File: config.mk
export PLATFORM = sky130hd
export DESIGN_NAME = aisel_top
export DESIGN_NICKNAME = d
export VERILOG_FILES = /design/src/hdl/aisel_top.v
export VERILOG_INCLUDE_DIRS = /design/src /design/src/inc
export SDC_FILE = /design/constraint.sdc
export NUM_CORES = 1
export LEC_CHECK = 0
export ABC_AREA = 1
export BUFFER_PORTS_ARGS = -buffer_cell sky130_fd_sc_hd__buf_2
export CAP_MARGIN = 15
export CORE_AREA = 3 3 96 98
export DETAILED_ROUTE_END_ITERATION = 8
export DIE_AREA = 0 0 99 101
export PLACE_DENSITY = 0.69
export SYNTH_ARGS = -nofsm -noshare
export SYNTH_HDL_FRONTEND = slang
export SYNTH_SLANG_ARGS = --single-unit
export TNS_END_PERCENT = 20
File: constraint.sdc
create_clock -name hclk -period 2.4 [get_ports hclk]
set_clock_uncertainty 0.05 [all_clocks]
set_input_delay 0.12 -clock hclk [delete_from_list [all_inputs] [get_ports hclk]]
set_output_delay 0.12 -clock hclk [all_outputs]
set_load 0.02 [all_outputs]
File: src/inc/aisel_defs.vh
// Constants for the converter input and reference selection block
`ifndef AISEL_DEFS_VH
`define AISEL_DEFS_VH
// ==========================================================
// Register map (byte addresses, one word per register)
`define AISEL_OFS_INPUT_SELECT 8'h07
`define AISEL_IDX_INPUT_SELECT 8'h07
`define AISEL_ADDR_INPUT_SELECT 12'h01C
`define AISEL_ADDR_CONTROL 12'h020
`define AISEL_ADDR_STATUS 12'h024
`define AISEL_RST_INPUT_SELECT 8'h00
// ==========================================================
// Field positions of the input selection register
`define AISEL_REF_HI 7
`define AISEL_REF_LO 6
`define AISEL_CH_HI 5
`define AISEL_CH_LO 0
// Control register bits
`define AISEL_CTL_ENABLE 0
`define AISEL_CTL_START 1
// Status register bits
`define AISEL_ST_BUSY 0
`define AISEL_ST_DONE 1
`define AISEL_ST_LONG 2
// ==========================================================
// Reference codes
`define AISEL_REF_SUPPLY 2'h0
`define AISEL_REF_EXTERNAL 2'h1
`define AISEL_REF_INTERNAL 2'h2
`define AISEL_REF_RESERVED 2'h3
// Channel codes
`define AISEL_CH_GROUND 6'h20
`define AISEL_CH_BANDGAP 6'h21
`define AISEL_CH_TEMP 6'h22
`define AISEL_CH_CAL0_20X 6'h23
// Source selects on the analog path
`define AISEL_SRC_PIN 2'h0
`define AISEL_SRC_GROUND 2'h1
`define AISEL_SRC_BANDGAP 2'h2
`define AISEL_SRC_TEMP 2'h3
// ==========================================================
// Conversion lengths in converter clock cycles
`define AISEL_CONV_NORMAL 5'h0D
`define AISEL_CONV_LONG 5'h19
// Converter clock enable divider, system clocks per converter clock
`define AISEL_CONV_DIV 8'h02
`endif

File: src/hdl/aisel_top.v
// Converter input and reference selection with conversion timing
// Contract
// - Two-bit reference field sits in bits 7:6 of the input selection register.
// - Reference 00 supply, 01 external pin, 10 internal 1.1V, 11 reserved.
// - Reference writes during a conversion apply only when it completes.
// - After a reference change the next conversion lasts 25 converter clocks.
// - Six-bit channel and gain field sits in bits 5:0.
// - Channel writes during a conversion apply only when it completes.
// - Codes 000000 to 000111 select single-ended inputs zero to seven.
// - 100000 ground, 100001 internal reference, 100010 temperature sensor enabled.
// - Differential, reversed differential and offset calibration code ranges decode.
// - In differential and offset calibration codes, lowest channel bit picks 1x when clear, 20x when set.
// - Top channel bit swaps polarity of ordinary differential pairs.
// - Differential 1x pair codes map inputs as tabulated.
// - Offset calibration ties inputs zero, three or seven to both sides.
// - Done flag sets when a conversion completes and results update.
// - Normal conversion 13 converter clocks, long one 25.
`timescale 1ns/1ps
`include "aisel_defs.vh"

module aisel_top (
  input wire hclk,
  input wire hresetn,
  input wire hsel,
  input wire [31:0] haddr,
  input wire [1:0] htrans,
  input wire hwrite,
  input wire [2:0] hsize,
  input wire [31:0] hwdata,
  input wire hready,
  output wire [31:0] hrdata,
  output wire hreadyout,
  output wire hresp,
  output reg [1:0] ref_select,
  output reg ext_ref_connect,
  output reg int_ref_enable,
  output reg [1:0] pos_source,
  output reg [2:0] pos_pin,
  output reg [2:0] neg_pin,
  output reg diff_mode,
  output reg gain_20x,
  output reg temp_sensor_enable,
  output reg conv_busy,
  output reg conv_done_pulse
);

// ==========================================================
// Bus slave
reg [7:0] input_select_register_r;
reg [1:0] ctl_r;
reg done_flag_r;
reg [7:0] shadow_r;
reg long_pending_r;
reg first_conv_r;
reg wr_pend_r;
reg [11:0] wr_addr_r;
reg [31:0] rdata_r;
reg [7:0] div_r;
reg [4:0] conv_cnt_r;
reg [4:0] conv_len_r;
wire addr_ok;
wire conv_tick;
wire conv_end;
wire start_req;
reg [31:0] rdata_nxt;

assign addr_ok = hsel & hready & htrans[1];
assign hreadyout = 1'b1;
assign hresp = 1'b0;
assign hrdata = rdata_r;

always @*
begin
  rdata_nxt = 32'h00000000;
  case (haddr[11:0])
    `AISEL_ADDR_INPUT_SELECT: rdata_nxt = {24'h000000, input_select_register_r};
    `AISEL_ADDR_CONTROL: rdata_nxt = {30'h00000000, ctl_r[`AISEL_CTL_START] | conv_busy, ctl_r[`AISEL_CTL_ENABLE]};
    `AISEL_ADDR_STATUS: rdata_nxt = {29'h00000000, long_pending_r, done_flag_r, conv_busy};
    default: rdata_nxt = 32'h00000000;
  endcase
end

always @(posedge hclk or negedge hresetn)
begin
  if (!hresetn)
  begin
    wr_pend_r <= 1'b0;
    wr_addr_r <= 12'h000;
    rdata_r <= 32'h00000000;
  end
  else
  begin
    wr_pend_r <= addr_ok & hwrite;
    wr_addr_r <= haddr[11:0];
    if (addr_ok & ~hwrite)
      rdata_r <= rdata_nxt;
  end
end

// ==========================================================
// Software registers
// The input selection register always takes writes; only the shadow waits.
always @(posedge hclk or negedge hresetn)
begin
  if (!hresetn)
  begin
    input_select_register_r <= `AISEL_RST_INPUT_SELECT;
    ctl_r <= 2'h0;
    done_flag_r <= 1'b0;
  end
  else
  begin
    if (wr_pend_r && wr_addr_r == `AISEL_ADDR_INPUT_SELECT)
      input_select_register_r <= hwdata[7:0];
    if (wr_pend_r && wr_addr_r == `AISEL_ADDR_CONTROL)
      ctl_r <= {hwdata[`AISEL_CTL_START], hwdata[`AISEL_CTL_ENABLE]};
    else if (start_req)
      ctl_r[`AISEL_CTL_START] <= 1'b0;
    // Set wins over a write-one-to-clear in the same cycle
    if (conv_end)
      done_flag_r <= 1'b1;
    else if (wr_pend_r && wr_addr_r == `AISEL_ADDR_STATUS && hwdata[`AISEL_ST_DONE])
      done_flag_r <= 1'b0;
  end
end

// ==========================================================
// Conversion timing
assign conv_tick = (div_r == `AISEL_CONV_DIV - 8'h01);
assign start_req = ctl_r[`AISEL_CTL_ENABLE] & ctl_r[`AISEL_CTL_START] & ~conv_busy;
assign conv_end = conv_busy & conv_tick & (conv_cnt_r == conv_len_r - 5'h01);

always @(posedge hclk or negedge hresetn)
begin
  if (!hresetn)
  begin
    div_r <= 8'h00;
    conv_cnt_r <= 5'h00;
    conv_len_r <= `AISEL_CONV_NORMAL;
    conv_busy <= 1'b0;
    conv_done_pulse <= 1'b0;
    shadow_r <= `AISEL_RST_INPUT_SELECT;
    long_pending_r <= 1'b0;
    first_conv_r <= 1'b1;
  end
  else
  begin
    div_r <= conv_tick ? 8'h00 : div_r + 8'h01;
    conv_done_pulse <= conv_end;
    if (!ctl_r[`AISEL_CTL_ENABLE])
    begin
      // Disabling aborts a conversion; re-enabling forces a long one
      conv_busy <= 1'b0;
      first_conv_r <= 1'b1;
      shadow_r <= input_select_register_r;
    end
    else if (start_req)
    begin
      conv_busy <= 1'b1;
      conv_cnt_r <= 5'h00;
      conv_len_r <= (first_conv_r | long_pending_r) ? `AISEL_CONV_LONG : `AISEL_CONV_NORMAL;
      first_conv_r <= 1'b0;
      long_pending_r <= 1'b0;
    end
    else if (conv_end)
    begin
      conv_busy <= 1'b0;
      shadow_r <= input_select_register_r;
      if (input_select_register_r[`AISEL_REF_HI:`AISEL_REF_LO] != shadow_r[`AISEL_REF_HI:`AISEL_REF_LO])
        long_pending_r <= 1'b1;
    end
    else if (conv_busy && conv_tick)
      conv_cnt_r <= conv_cnt_r + 5'h01;
    // Idle with converter on: a reference change applies at once and marks a long conversion
    if (ctl_r[`AISEL_CTL_ENABLE] && !conv_busy && !start_req &&
        input_select_register_r != shadow_r)
    begin
      shadow_r <= input_select_register_r;
      if (input_select_register_r[`AISEL_REF_HI:`AISEL_REF_LO] != shadow_r[`AISEL_REF_HI:`AISEL_REF_LO])
        long_pending_r <= 1'b1;
    end
  end
end

// ==========================================================
// Analog selection decode from the applied settings
reg [1:0] ref_nxt;
reg [5:0] ch;
reg [2:0] swap_pin;
always @*
begin
  swap_pin = 3'h0;
  ch = shadow_r[`AISEL_CH_HI:`AISEL_CH_LO];
  ref_nxt = shadow_r[`AISEL_REF_HI:`AISEL_REF_LO];
  ref_select = ref_nxt;
  ext_ref_connect = (ref_nxt == `AISEL_REF_EXTERNAL);
  int_ref_enable = (ref_nxt == `AISEL_REF_INTERNAL);
  pos_source = `AISEL_SRC_PIN;
  pos_pin = 3'h0;
  neg_pin = 3'h0;
  diff_mode = 1'b0;
  gain_20x = 1'b0;
  temp_sensor_enable = 1'b0;
  if (ch[5:3] == 3'h0)
    pos_pin = ch[2:0];
  else if (ch == `AISEL_CH_GROUND)
    pos_source = `AISEL_SRC_GROUND;
  else if (ch == `AISEL_CH_BANDGAP)
    pos_source = `AISEL_SRC_BANDGAP;
  else if (ch == `AISEL_CH_TEMP)
  begin
    pos_source = `AISEL_SRC_TEMP;
    temp_sensor_enable = 1'b1;
  end
  else
  begin
    diff_mode = 1'b1;
    gain_20x = ch[0];
    if (ch[5:3] == 3'h4)
    begin
      // Offset calibration: same input on both sides
      gain_20x = (ch == `AISEL_CH_CAL0_20X) ? 1'b1 : ch[0];
      pos_pin = (ch[2:1] == 2'h1) ? 3'h0 : ((ch[2:1] == 2'h2) ? 3'h3 : 3'h7);
      neg_pin = pos_pin;
    end
    else
    begin
      case (ch[4:1])
        4'h4:
        begin
          pos_pin = 3'h0;
          neg_pin = 3'h1;
        end
        4'h5:
        begin
          pos_pin = 3'h0;
          neg_pin = 3'h3;
        end
        4'h6:
        begin
          pos_pin = 3'h1;
          neg_pin = 3'h2;
        end
        4'h7:
        begin
          pos_pin = 3'h1;
          neg_pin = 3'h3;
        end
        4'h8:
        begin
          pos_pin = 3'h2;
          neg_pin = 3'h3;
        end
        4'h9:
        begin
          pos_pin = 3'h3;
          neg_pin = 3'h4;
        end
        4'hA:
        begin
          pos_pin = 3'h3;
          neg_pin = 3'h5;
        end
        4'hB:
        begin
          pos_pin = 3'h3;
          neg_pin = 3'h6;
        end
        4'hC:
        begin
          pos_pin = 3'h3;
          neg_pin = 3'h7;
        end
        4'hD:
        begin
          pos_pin = 3'h4;
          neg_pin = 3'h5;
        end
        4'hE:
        begin
          pos_pin = 3'h5;
          neg_pin = 3'h6;
        end
        4'hF:
        begin
          pos_pin = 3'h6;
          neg_pin = 3'h7;
        end
        default:
        begin
          pos_pin = 3'h0;
          neg_pin = 3'h0;
        end
      endcase
      if (ch[5])
      begin
        // Reversed pair: the same pins with the two sides exchanged
        swap_pin = pos_pin;
        pos_pin = neg_pin;
        neg_pin = swap_pin;
      end
    end
  end
end

endmodule

---- Word-level counts from Yosys, hierarchy flattened ----
Memories as Yosys holds them, arrays and structs flattened.
Cells that the tools add are included.
cells by class
  mux-type cells .......................... 56
  reduce and logical (&&, ||, !) cells .... 17
  add/subtract/negate cells ............... 3
  bitwise logic cells ..................... 12
  eq/ne operators ......................... 24
operators with widths
  cell                   count
  $eq A12 B6 Y1 const B  4
  $mux W3                14
  $mux W8                5
  $mux W1                28
  $eq A12 B5 Y1 const B  2
  $eq A6 B6 Y1 const B   4
  $pmux W8 S3            1
  $mux W5                4
  $add A8 B1 Y8 const B  1
  $and A1 B1 Y1          8
  $eq A8 B1 Y1 const B   1
  $logic_and A1 B1 Y1    8
  $mux W2                4
  $ne A8 B8 Y1           1
  $ne A3 B1 Y1 const B   2
  $reduce_bool A2 Y1     3
  $add A5 B1 Y5 const B  1
  $eq A5 B5 Y1           1
  $sub A5 B1 Y5 const B  1
  $eq A2 B1 Y1 const B   2
  $eq A2 B2 Y1 const B   2
  $ne A2 B1 Y1 const B   2
  $reduce_and A2 Y1      2
  $eq A3 B3 Y1 const B   1
  7 further kinds        10
word-level totals
  memory bits (read-only) ................. 96
  bits in registers ....................... 86
  input bits .............................. 74
  output and inout bits ................... 51
  word-level logic and storage cells ...... 128
  memories ................................ 1
memory list
  memory           words  width  rd ports  clocked after Yosys merged registers in  write ports  RTL line         text
  (no name shown)  16     6      1         0                                        0            aisel_top.v:228  case (ch[4:1])

---- Depth between registers and ports, before layout ----
Gate-level depths: netlist (run 1).
  word-level depth ........................ 8
  depth in mapped cells ................... 10
  gate-level depth less buffers ........... 10

---- Worst setup path after synthesis (run 1) ----
OpenSTA, ideal clock, no wires.
  kind .................................... register to output
  start ................................... register shadow_r[4]
  end ..................................... output port pos_source[1]
  arrival ................................. 1.547 ns
  data required time ...................... 2.230 ns
  cell stages (with the launch flop) ...... 7
  path slack .............................. 0.683 ns
  buffers on the path ..................... 1
  cell sequence ........................... dfrtp_1 > buf_4 > nor2_1 > nand2_1 > nor3_1 > nand2_1 > nand2_1
on the way
  cells in the longest elaborated chain, start to end .. 5
  elaborated cells on any way between the ends .. 8
  those cells by class .................... 3 x eq/ne; 4 x mux; 1 x reduce/logical
RTL lines
  item                           RTL line         text
  from (decl)                    aisel_top.v:52   reg [7:0] shadow_r;
  from (signal assigned)         aisel_top.v:142  shadow_r <= `AISEL_RST_INPUT_SELECT;
  from (signal assigned)         aisel_top.v:155  shadow_r <= input_select_register_r;
  from (signal assigned)         aisel_top.v:168  shadow_r <= input_select_register_r;
  $eq A6 B6 Y1 (no source line)  --
  $mux W2                        aisel_top.v:210  else if (ch == `AISEL_CH_TEMP)
  $mux W2                        aisel_top.v:208  else if (ch == `AISEL_CH_BANDGAP)
  $mux W2                        aisel_top.v:206  else if (ch == `AISEL_CH_GROUND)
  $mux W2 *                      aisel_top.v:204  if (ch[5:3] == 3'h0)
  to (decl)                      aisel_top.v:37   output reg [1:0] pos_source,
Mark *: on every way between the ends. The rest lies on a longest branch, timed or not.

---- Final worst setup path (run 1) ----
  start ................................... register shadow_r[2]
  end ..................................... output port pos_pin[1]
on the way
  cells in the longest elaborated chain, start to end .. 7
  elaborated cells on any way between the ends .. 12
  those cells by class .................... 4 x eq/ne; 7 x mux; 1 x memory
RTL lines
  item                                                   RTL line                          text
  $mem_v2 Z16 W6 / $eq A2 B1 Y1 (equally long branches)  --
  $mux W3 (on tied branches)                             aisel_top.v:295, aisel_top.v:223
  $mux W3                                                aisel_top.v:219                   if (ch[5:3] == 3'h4)
  $mux W3                                                aisel_top.v:210
  $mux W3                                                aisel_top.v:208
  $mux W3 *                                              aisel_top.v:206
  $mux W3 *                                              aisel_top.v:204
  to (decl)                                              aisel_top.v:38                    output reg [2:0] pos_pin,
Marked as above.

==> key figures, run 1 <==
Status
  • Outcome: finished, final reports clean

STA
  • Slew @ Worst Pin: just under 0.7 ns
  • Fmax: 460 MHz
  • Tcrit/Tclk final: 0.906
  • Final Hold Violating Endpoints: 0
  • Final Max Slew Viols: 0
  • Worst hold margin: 0.0266 ns
  • RSZ-0062 raised after global routing: false
  • Max transition margin: 0.549
  • Final setup violation count: 0
  • Min Tclk post-route: 2.17 ns
  • Setup Total Neg Slack: 0 ns

Drt
  • Final wirelength: 7170 um
  • Via density per instance: 4.61
  • Routed WL per cell: 11.6 um
  • Pre-Repair DR Iteration Count: 4
  • DR vias: 2851
  • DRC: 0
  • DRT iter0 DRCs: 115
  • ANT nets after route: 0

Logic synthesis
  • Register bit total from synthesis: 59
  • Syn Std Cell Area: 3380 um^2
  • Cell taking the most area after synthesis: dfrtp_1
  • Yosys top cell area share: 0.422
  • Unique masters post-synth: 34
  • Yosys warns: 0
  • Synth top area cells: dfrtp_1 (42%), nand2_1 (13%), buf_4 (6.9%)
  • Cell count after synthesis: 429
  • Synthesized area per cell: between 7 and 8 um^2
  • Sequential area share after synthesis: 0.438

Final layout
  • Nets: 587
  • Final std cells w/o fill: 618
  • Area occupied by multi-input gates: roughly 1500 um^2
  • Antenna diodes: 0
  • Post-layout util: 0.477
  • Area growth, synth to finish: 20.7%
  • Layout fillers: ~800
  • Layout cell share with drive strength beyond 1: 0.198
  • Reg area: 1480 um^2

Setup path
  • Slowest Stage Delay on Critical Path: roughly 0.46 ns
  • Critical-path maximum fanout: 7
  • Kind of critical path: reg -> out
  • FF-to-FF End: conv_cnt_r[2]$_DFFE_PN0P_
  • Buf+Inv Stages, Crit Path: 3
  • Crit-path cells: inv_1, ha_1, inv_1, o21ai_0, a21oi_1, nand2_1, nand2_1, nand3_1, o21ai_0, buf_2
  • Capture point of the worst path: pos_pin[1]
  • Cells on worst reg2reg path: 10
  • Critical path depth in cells: 10
  • Crit end category: output pin
  • Reg-to-Reg Start: conv_cnt_r[0]$_DFFE_PN0P_
  • Worst EP required: 2.23 ns
  • Critical path launch point type: register
  • WP data arrival: 2.00 ns
  • R2R Setup Slk: around 0.77 ns
  • CP max-delay cell: dfrtp_2
  • Largest delay contributor family on the critical path: flip-flops
  • CP startpoint: shadow_r[2]$_DFFE_PN0P_

Clock network
  • Number of buffers created by CTS: 9
  • CTS tree: built
  • Clock latency on the worst-skew pair: 0.34 ns
  • H-tree lvl count: 3
  • Post-CTS Setup Inserts: 0
  • CTS Sinks: 59
  • Clock buffer depth: 2
  • CTS root buf: clkbuf_8
  • Reg clk slew, reported paths: 0.07 ns

Hold path
  • Hold Path Class: in -> reg

Flow run
  • Max cap viols: 0

Floorplanning
  • Core area: 8550 um^2
  • I/O pins: around 130
  • Die area: 10000 um^2
  • Initial Util: 0.395
  • Die X: 99 um
  • Die height: 101 um
  • Cell row count: 34

Placement
  • I/O Buffers: 50
  • Placed Cells incl. Taps: 580
  • DP HPWL: between 5000 and 6000 um
  • GP Congestion: 0.799

Power and ir drop
  • VDD IR max: 0.474 mV
  • Pwr/cell area: 956 nW/um^2
  • Leak pwr: 2.21 nW
  • Total Power: 3.90 mW

Global routing
  • Gr ovfl total: 0
  • GRT Resource Usage Total: 0.155
  • Vias in the first global route: 2729
  • Initial antenna violation count: 0
  • Global-route wire length before repair: about 12000 um
  • Largest net degree at the start of global routing: 32
-- metal layers --
layer | wire length (um) | share of wire | track usage | up-vias
met5 | 0 | 0 | 0 | -
li1 | - | - | - | 1440
met1 | 3050 | 0.43 | 0.188 | 1333
met4 | 104 | 0.015 | 0.0578 | 0
met3 | 384 | 0.054 | 0.0394 | 8
met2 | 3630 | 0.51 | 0.264 | 70
-- logic make-up after synthesis --
group,after synthesis,share of synthesized area
other,2,0.00222
AO/OA/AOI/OAI,40,0.0641
AND/OR/NAND/NOR,226,0.308
XOR/XNOR,11,0.0285
buffers and inverters,83,0.130
flip-flops,59,0.438
adder cells (fa/ha/maj),8,0.0296
-- final cells by class --
cell class | count | share of cell area
timing repair buffer | 73 | 0.120
multi-input combinational | 311 | 0.380
clock buffer | 12 | 0.0381
inverter | 51 | 0.0470
clock inverter | 4 | 0.0178
tap | 108 | 0.0332
sequential | 59 | 0.364
-- how the worst min path moves through the flow --
stage	slack, ns	startpoint	cells after the start	end
final	0.03	hwdata[0]	3	input_select_register_r[0]$_DFFE_PN0P_
after global routing	0.03	hwdata[0]	3	input_select_register_r[0]$_DFFE_PN0P_
after CTS	0.01	hwdata[0]	3	input_select_register_r[0]$_DFFE_PN0P_
after detailed placement	0.15	hresetn	1	div_r[5]$_DFF_PN0_
after global placement	0.13	hresetn	1	div_r[6]$_DFF_PN0_
after floorplan	-0.23	hresetn	0	conv_busy$_DFFE_PN0P_
-- stage by stage --
step	cell area (um^2)	worst slack, ns
finish	4080	0.227
global placement	3620	0.519
global route	4080	0.00139
CTS	4070	0.0918
detailed placement	3620	0.475
floorplan	3470	0.683
-- flip-flops by register name, indices dropped and copies added, names as in the netlist --
signal,count
long_pending_r,1
first_conv_r,1
input_select_register_r,8
conv_busy,1
wr_pend_r,1
conv_cnt_r,5
wr_addr_r,12
shadow_r,8
conv_len_r,2
ctl_r,2
div_r,8
done_flag_r,1
conv_done_pulse,1
hrdata,8
-- tightest hold or removal path, stage by stage --
cell and delay [ns]:
buf_2 0.10, inv_1 0.08, o21ai_1 0.07
-- power by group --
group / switching (mW) / total [mW] / internal, mW
logic: 0.979 / 1.54 / 0.558
clock network: 0.386 / 1.03 / 0.640
registers: 0.212 / 1.33 / 1.12
total: 1.58 / 3.90 / 2.32
-- timing repair --
action | 4_1_cts | 5_1_grt
setup endpoints to repair | 0 | 2
resized for setup | 0 | 3
hold endpoints to repair | 48 | 0
hold buffers | 22 | 0
-- cell usage in the layout, fill, tap and decap left out, drive strengths merged --
master / netlist / routed
dfrtp: 57 / 57
nand3b: 1 / 1
nor2: 52 / 52
o21ai: 24 / 24
nand4: 3 / 3
xnor2: 6 / 6
inv: 50 / 50
nand3: 39 / 39
dfstp: 2 / 2
o22ai: 1 / 1
nand2: 124 / 124
a21oi: 12 / 12
conb: 2 / 26
o31ai: 1 / 1
clkinvlp: 0 / 1
nor3: 5 / 5
xor2: 5 / 5
bufinv: 0 / 2
buf: 32 / 51
ha: 8 / 8
a21o: 1 / 1
o211ai: 1 / 1
nor4: 1 / 1
clkbuf: 0 / 12
dlygate4sd3: 0 / 22
nor3b: 1 / 1
clkinv: 1 / 2
-- synthesized netlist by cell type --
| cell type | instances |
|---|---|
| nand2_2 | 6 |
| o22ai_1 | 1 |
| conb_1 | 2 |
| nor3b_2 | 1 |
| nor3_1 | 3 |
| nand2_1 | 117 |
| clkinv_1 | 1 |
| dfrtp_1 | 57 |
| nor2_4 | 3 |
| inv_1 | 41 |
| nor4_4 | 1 |
| nand2_4 | 1 |
| o21ai_0 | 21 |
| nand4_1 | 3 |
| xnor2_1 | 6 |
| buf_8 | 1 |
| nor2_1 | 46 |
| nand3b_2 | 1 |
| dfstp_2 | 2 |
| xor2_1 | 5 |
| o211ai_1 | 1 |
| buf_4 | 31 |
| o31ai_1 | 1 |
| ha_1 | 8 |
| nor2_8 | 1 |
| nand3_2 | 1 |
| a21o_1 | 1 |
| inv_2 | 9 |
| a21oi_1 | 10 |
| nor3_4 | 2 |
| a21oi_2 | 2 |
| nor2_2 | 2 |
| nand3_1 | 38 |
| o21ai_1 | 3 |
(Power assumes the default switching activity.)
==> inputs of run 2 (changes only) <==
PLACE_DENSITY = unset   (was 0.69)
PLACE_DENSITY_LB_ADDON = 0.1   (was unset)
==> run 2 against run 1 <==
  * Cell count shrank 0.16%
  * Register-to-register slack is essentially flat
  * Sequential cell count is the same
  * Utilization shrank 0.35 points
  * Largest power group unchanged
==> key figures, run 2 (synthesis gave the netlist of run 1 again) <==
Global routing
  • Global-route wire length before repair: 12300 um (was 12400 um)
  • GRT Resource Usage Total: 0.154 (was 0.155)
  • Gr ovfl total: 0 (unchanged)
  • Largest net degree at the start of global routing: 60 (was 32)
  • Vias in the first global route: 2665 (was 2729)
  • Initial antenna violation count: 0 (unchanged)

Drt
  • DRT iter0 DRCs: 76 (was 115)
  • Via density per instance: 4.52 (was 4.61)
  • DRC: 0 (unchanged)
  • Final wirelength: 7270 um (was 7170 um)
  • ANT nets after route: 0 (unchanged)
  • Pre-Repair DR Iteration Count: 4 (unchanged)
  • Routed WL per cell: 11.8 um (was 11.6 um)
  • DR vias: 2789 (was 2851)

Flow run
  • Max cap viols: 0 (unchanged)

Setup path
  • Crit end category: output pin (unchanged)
  • Largest delay contributor family on the critical path: flip-flops (unchanged)
  • WP data arrival: 2.00 ns (about the same)
  • Critical path depth in cells: 10 (unchanged)
  • Critical-path maximum fanout: 7 (unchanged)
  • Worst EP required: 2.23 ns (about the same)
  • Critical path launch point type: register (unchanged)
  • Buf+Inv Stages, Crit Path: 3 (unchanged)
  • Slowest Stage Delay on Critical Path: 0.44 ns (was 0.46 ns)
  • Crit-path cells: inv_1, ha_1, inv_1, o21ai_0, a21oi_2, nand2_1, nand2_1, nand3_1, o21ai_0, buf_2 (was inv_1, ha_1, inv_1, o21ai_0, a21oi_1, nand2_1, nand2_1, nand3_1, o21ai_0, buf_2)
  • Cells on worst reg2reg path: 6 (was 10)
  • CP max-delay cell: dfrtp_2 (unchanged)
  • Kind of critical path: reg -> out (unchanged)

Power and ir drop
  • Switch share: 0.413 (was 0.405)
  • Internal: 2.26 mW (was 2.32 mW)
  • VDD IR max: 0.341 mV (was 0.474 mV)
  • P_sw: 1.59 mW (was 1.58 mW)
  • Pwr/cell area: 951 nW/um^2 (was 956 nW/um^2)
  • Total Power: 3.85 mW (was 3.90 mW)
  • Leak pwr: 2.21 nW (about the same)
  • Combinational share of power: 0.399 (was 0.394)
  • Reg power frac: 0.347 (was 0.342)
  • Clock network fraction of total power: 0.255 (was 0.263)

Clock network
  • CTS Sinks: 59 (unchanged)
  • Number of buffers created by CTS: 9 (unchanged)
  • Reg clk slew, reported paths: 0.07 ns (about the same)
  • Clock buffer depth: 2 (unchanged)
  • CTS root buf: clkbuf_8 (unchanged)
  • CTS tree: built (unchanged)
  • H-tree lvl count: 3 (unchanged)
  • Clock latency on the worst-skew pair: 0.33 ns (was 0.34 ns)

STA
  • Final Worst Setup Slack: 0.228 ns (was 0.227 ns)
  • Min Tclk post-route: 2.17 ns (about the same)
  • Tcrit/Tclk final: 0.905 (was 0.906)
  • Worst hold margin: 0.0245 ns (was 0.0266 ns)
  • Final Max Slew Viols: 0 (unchanged)
  • Final Hold Violating Endpoints: 0 (unchanged)
  • Max transition margin: 0.509 (was 0.549)
  • Slew @ Worst Pin: 0.736 ns (was 0.676 ns)
  • Final setup violation count: 0 (unchanged)
  • RSZ-0062 raised after global routing: false (unchanged)
  • Setup Total Neg Slack: 0 ns (unchanged)
  • Fmax: 460 MHz (about the same)

Hold path
  • Worst hold stages: 3 (unchanged)
  • Hold Path Class: in -> reg (unchanged)

Placement
  • I/O Buffers: 50 (unchanged)
  • Pre-CTS setup slack: 0.420 ns (was 0.475 ns)
  • DP HPWL: 5330 um (was 5380 um)
  • GP Congestion: 0.772 (was 0.799)

Final layout
  • Flip-flop count of the largest register after layout: 12 (unchanged)
  • Nets: 586 (was 587)
  • Area occupied by multi-input gates: 1550 um^2 (about the same)
  • Area growth, synth to finish: 19.8% (was 20.7%)
  • Reg area: 1480 um^2 (unchanged)
  • Antenna diodes: 0 (unchanged)
  • Layout fillers: 865 (was 799)
  • Layout cell share with drive strength beyond 1: 0.202 (was 0.198)
  • Commonest non-fill, non-tap cell in the layout: nand2_1 (unchanged)
  • Biggest register: wr_addr_r (unchanged)
  • Most frequent cells in the layout: nand2_1 (117), dfrtp_1 (55), buf_2 (50), nor2_1 (46), inv_1 (40) (unchanged)

Floorplanning
  • Die area: 10000 um^2 (unchanged)
  • I/O pins: 125 (unchanged)
  • Cell row count: 34 (unchanged)
  • Die height: 101 um (unchanged)
  • Initial Util: 0.395 (unchanged)
  • Core area: 8550 um^2 (unchanged)
  • Die X: 99 um (unchanged)

Status
  • Outcome: finished, final reports clean (unchanged)
run 2: cell count changes in the layout (fill, tap and decap cells not counted):
cell | before | now
clkbuf_8 | 11 | 9
clkinv_2 | 1 | 3
clkinv_4 | 0 | 2
a21oi_1 | 10 | 9
a21oi_2 | 2 | 3
buf_12 | 1 | 0
buf_4 | 0 | 1
clkbuf_1 | 1 | 0
clkinvlp_4 | 1 | 0
dlygate4sd3_1 | 22 | 21
run 2: worst paths after layout:
kind / startpoint / end / slack, ns
setup / recovery: shadow_r[2]$_DFFE_PN0P_ / pos_pin[1] / 0.23
hold / removal: hwdata[1] / input_select_register_r[1]$_DFFE_PN0P_ / 0.02
setup reg to reg: conv_busy$_DFFE_PN0P_ / conv_cnt_r[3]$_DFFE_PN0P_ / 0.76
hold reg to reg: hrdata[5]$_DFFE_PN0P_ / hrdata[5]$_DFFE_PN0P_ / 0.43
max in group asynchronous: hresetn / shadow_r[1]$_DFFE_PN0P_ / 1.34
min in group asynchronous: hresetn / wr_addr_r[1]$_DFF_PN0_ / 0.42
run 2: metal layers:
layer	wire, um	up-vias	GRT usage
met5	0	-	0
met2	3680	60	0.267
met1	3180	1266	0.189
li1	-	1448	-
met3	289	15	0.0339
met4	119	0	0.0546
run 2: cell type report:
class                      count  area share
timing repair buffer          72       0.116
inverter                      51      0.0473
clock buffer                   9      0.0306
tap                          108      0.0334
sequential                    59       0.366
multi-input combinational    311       0.384
clock inverter                 7      0.0229
run 2: repair_timing:
item / CTS / global route
setup endpoints to repair: 0 / 2
setup buffers: 0 / 0
gates resized for setup: 0 / 4
hold buffers: 20 / 1
hold endpoints to repair: 75 / 1
run 2: per-stage QoR:
| step | cells | util | cell area [um^2] |
|---|---|---|---|
| 6_report | 617 | 0.473 | 4050 |
| 5_1_grt | 617 | 0.473 | 4050 |
| 4_1_cts | 616 | 0.471 | 4030 |
| 3_5_place_dp | 580 | 0.422 | 3610 |
| 3_3_place_gp | 580 | 0.422 | 3610 |
| 2_1_floorplan | 453 | - | 3470 |
run 2: tightest hold or removal path: cells and delay by family:
family / cells / cell delay, ns
compound gates: 1 / 0.06
buf+inv: 2 / 0.18
run 2: power groups by stage:
| stage | Sequential [mW] | Clock, mW | Combinational [mW] |
|---|---|---|---|
| after floorplan | 1.26 | 0 | 1.25 |
| after CTS | 1.33 | 1.02 | 1.54 |
| after global placement | 1.34 | 0 | 1.49 |
| after detailed placement | 1.34 | 0 | 1.51 |
| after global routing | 1.36 | 1.06 | 1.74 |
| final | 1.33 | 0.979 | 1.53 |
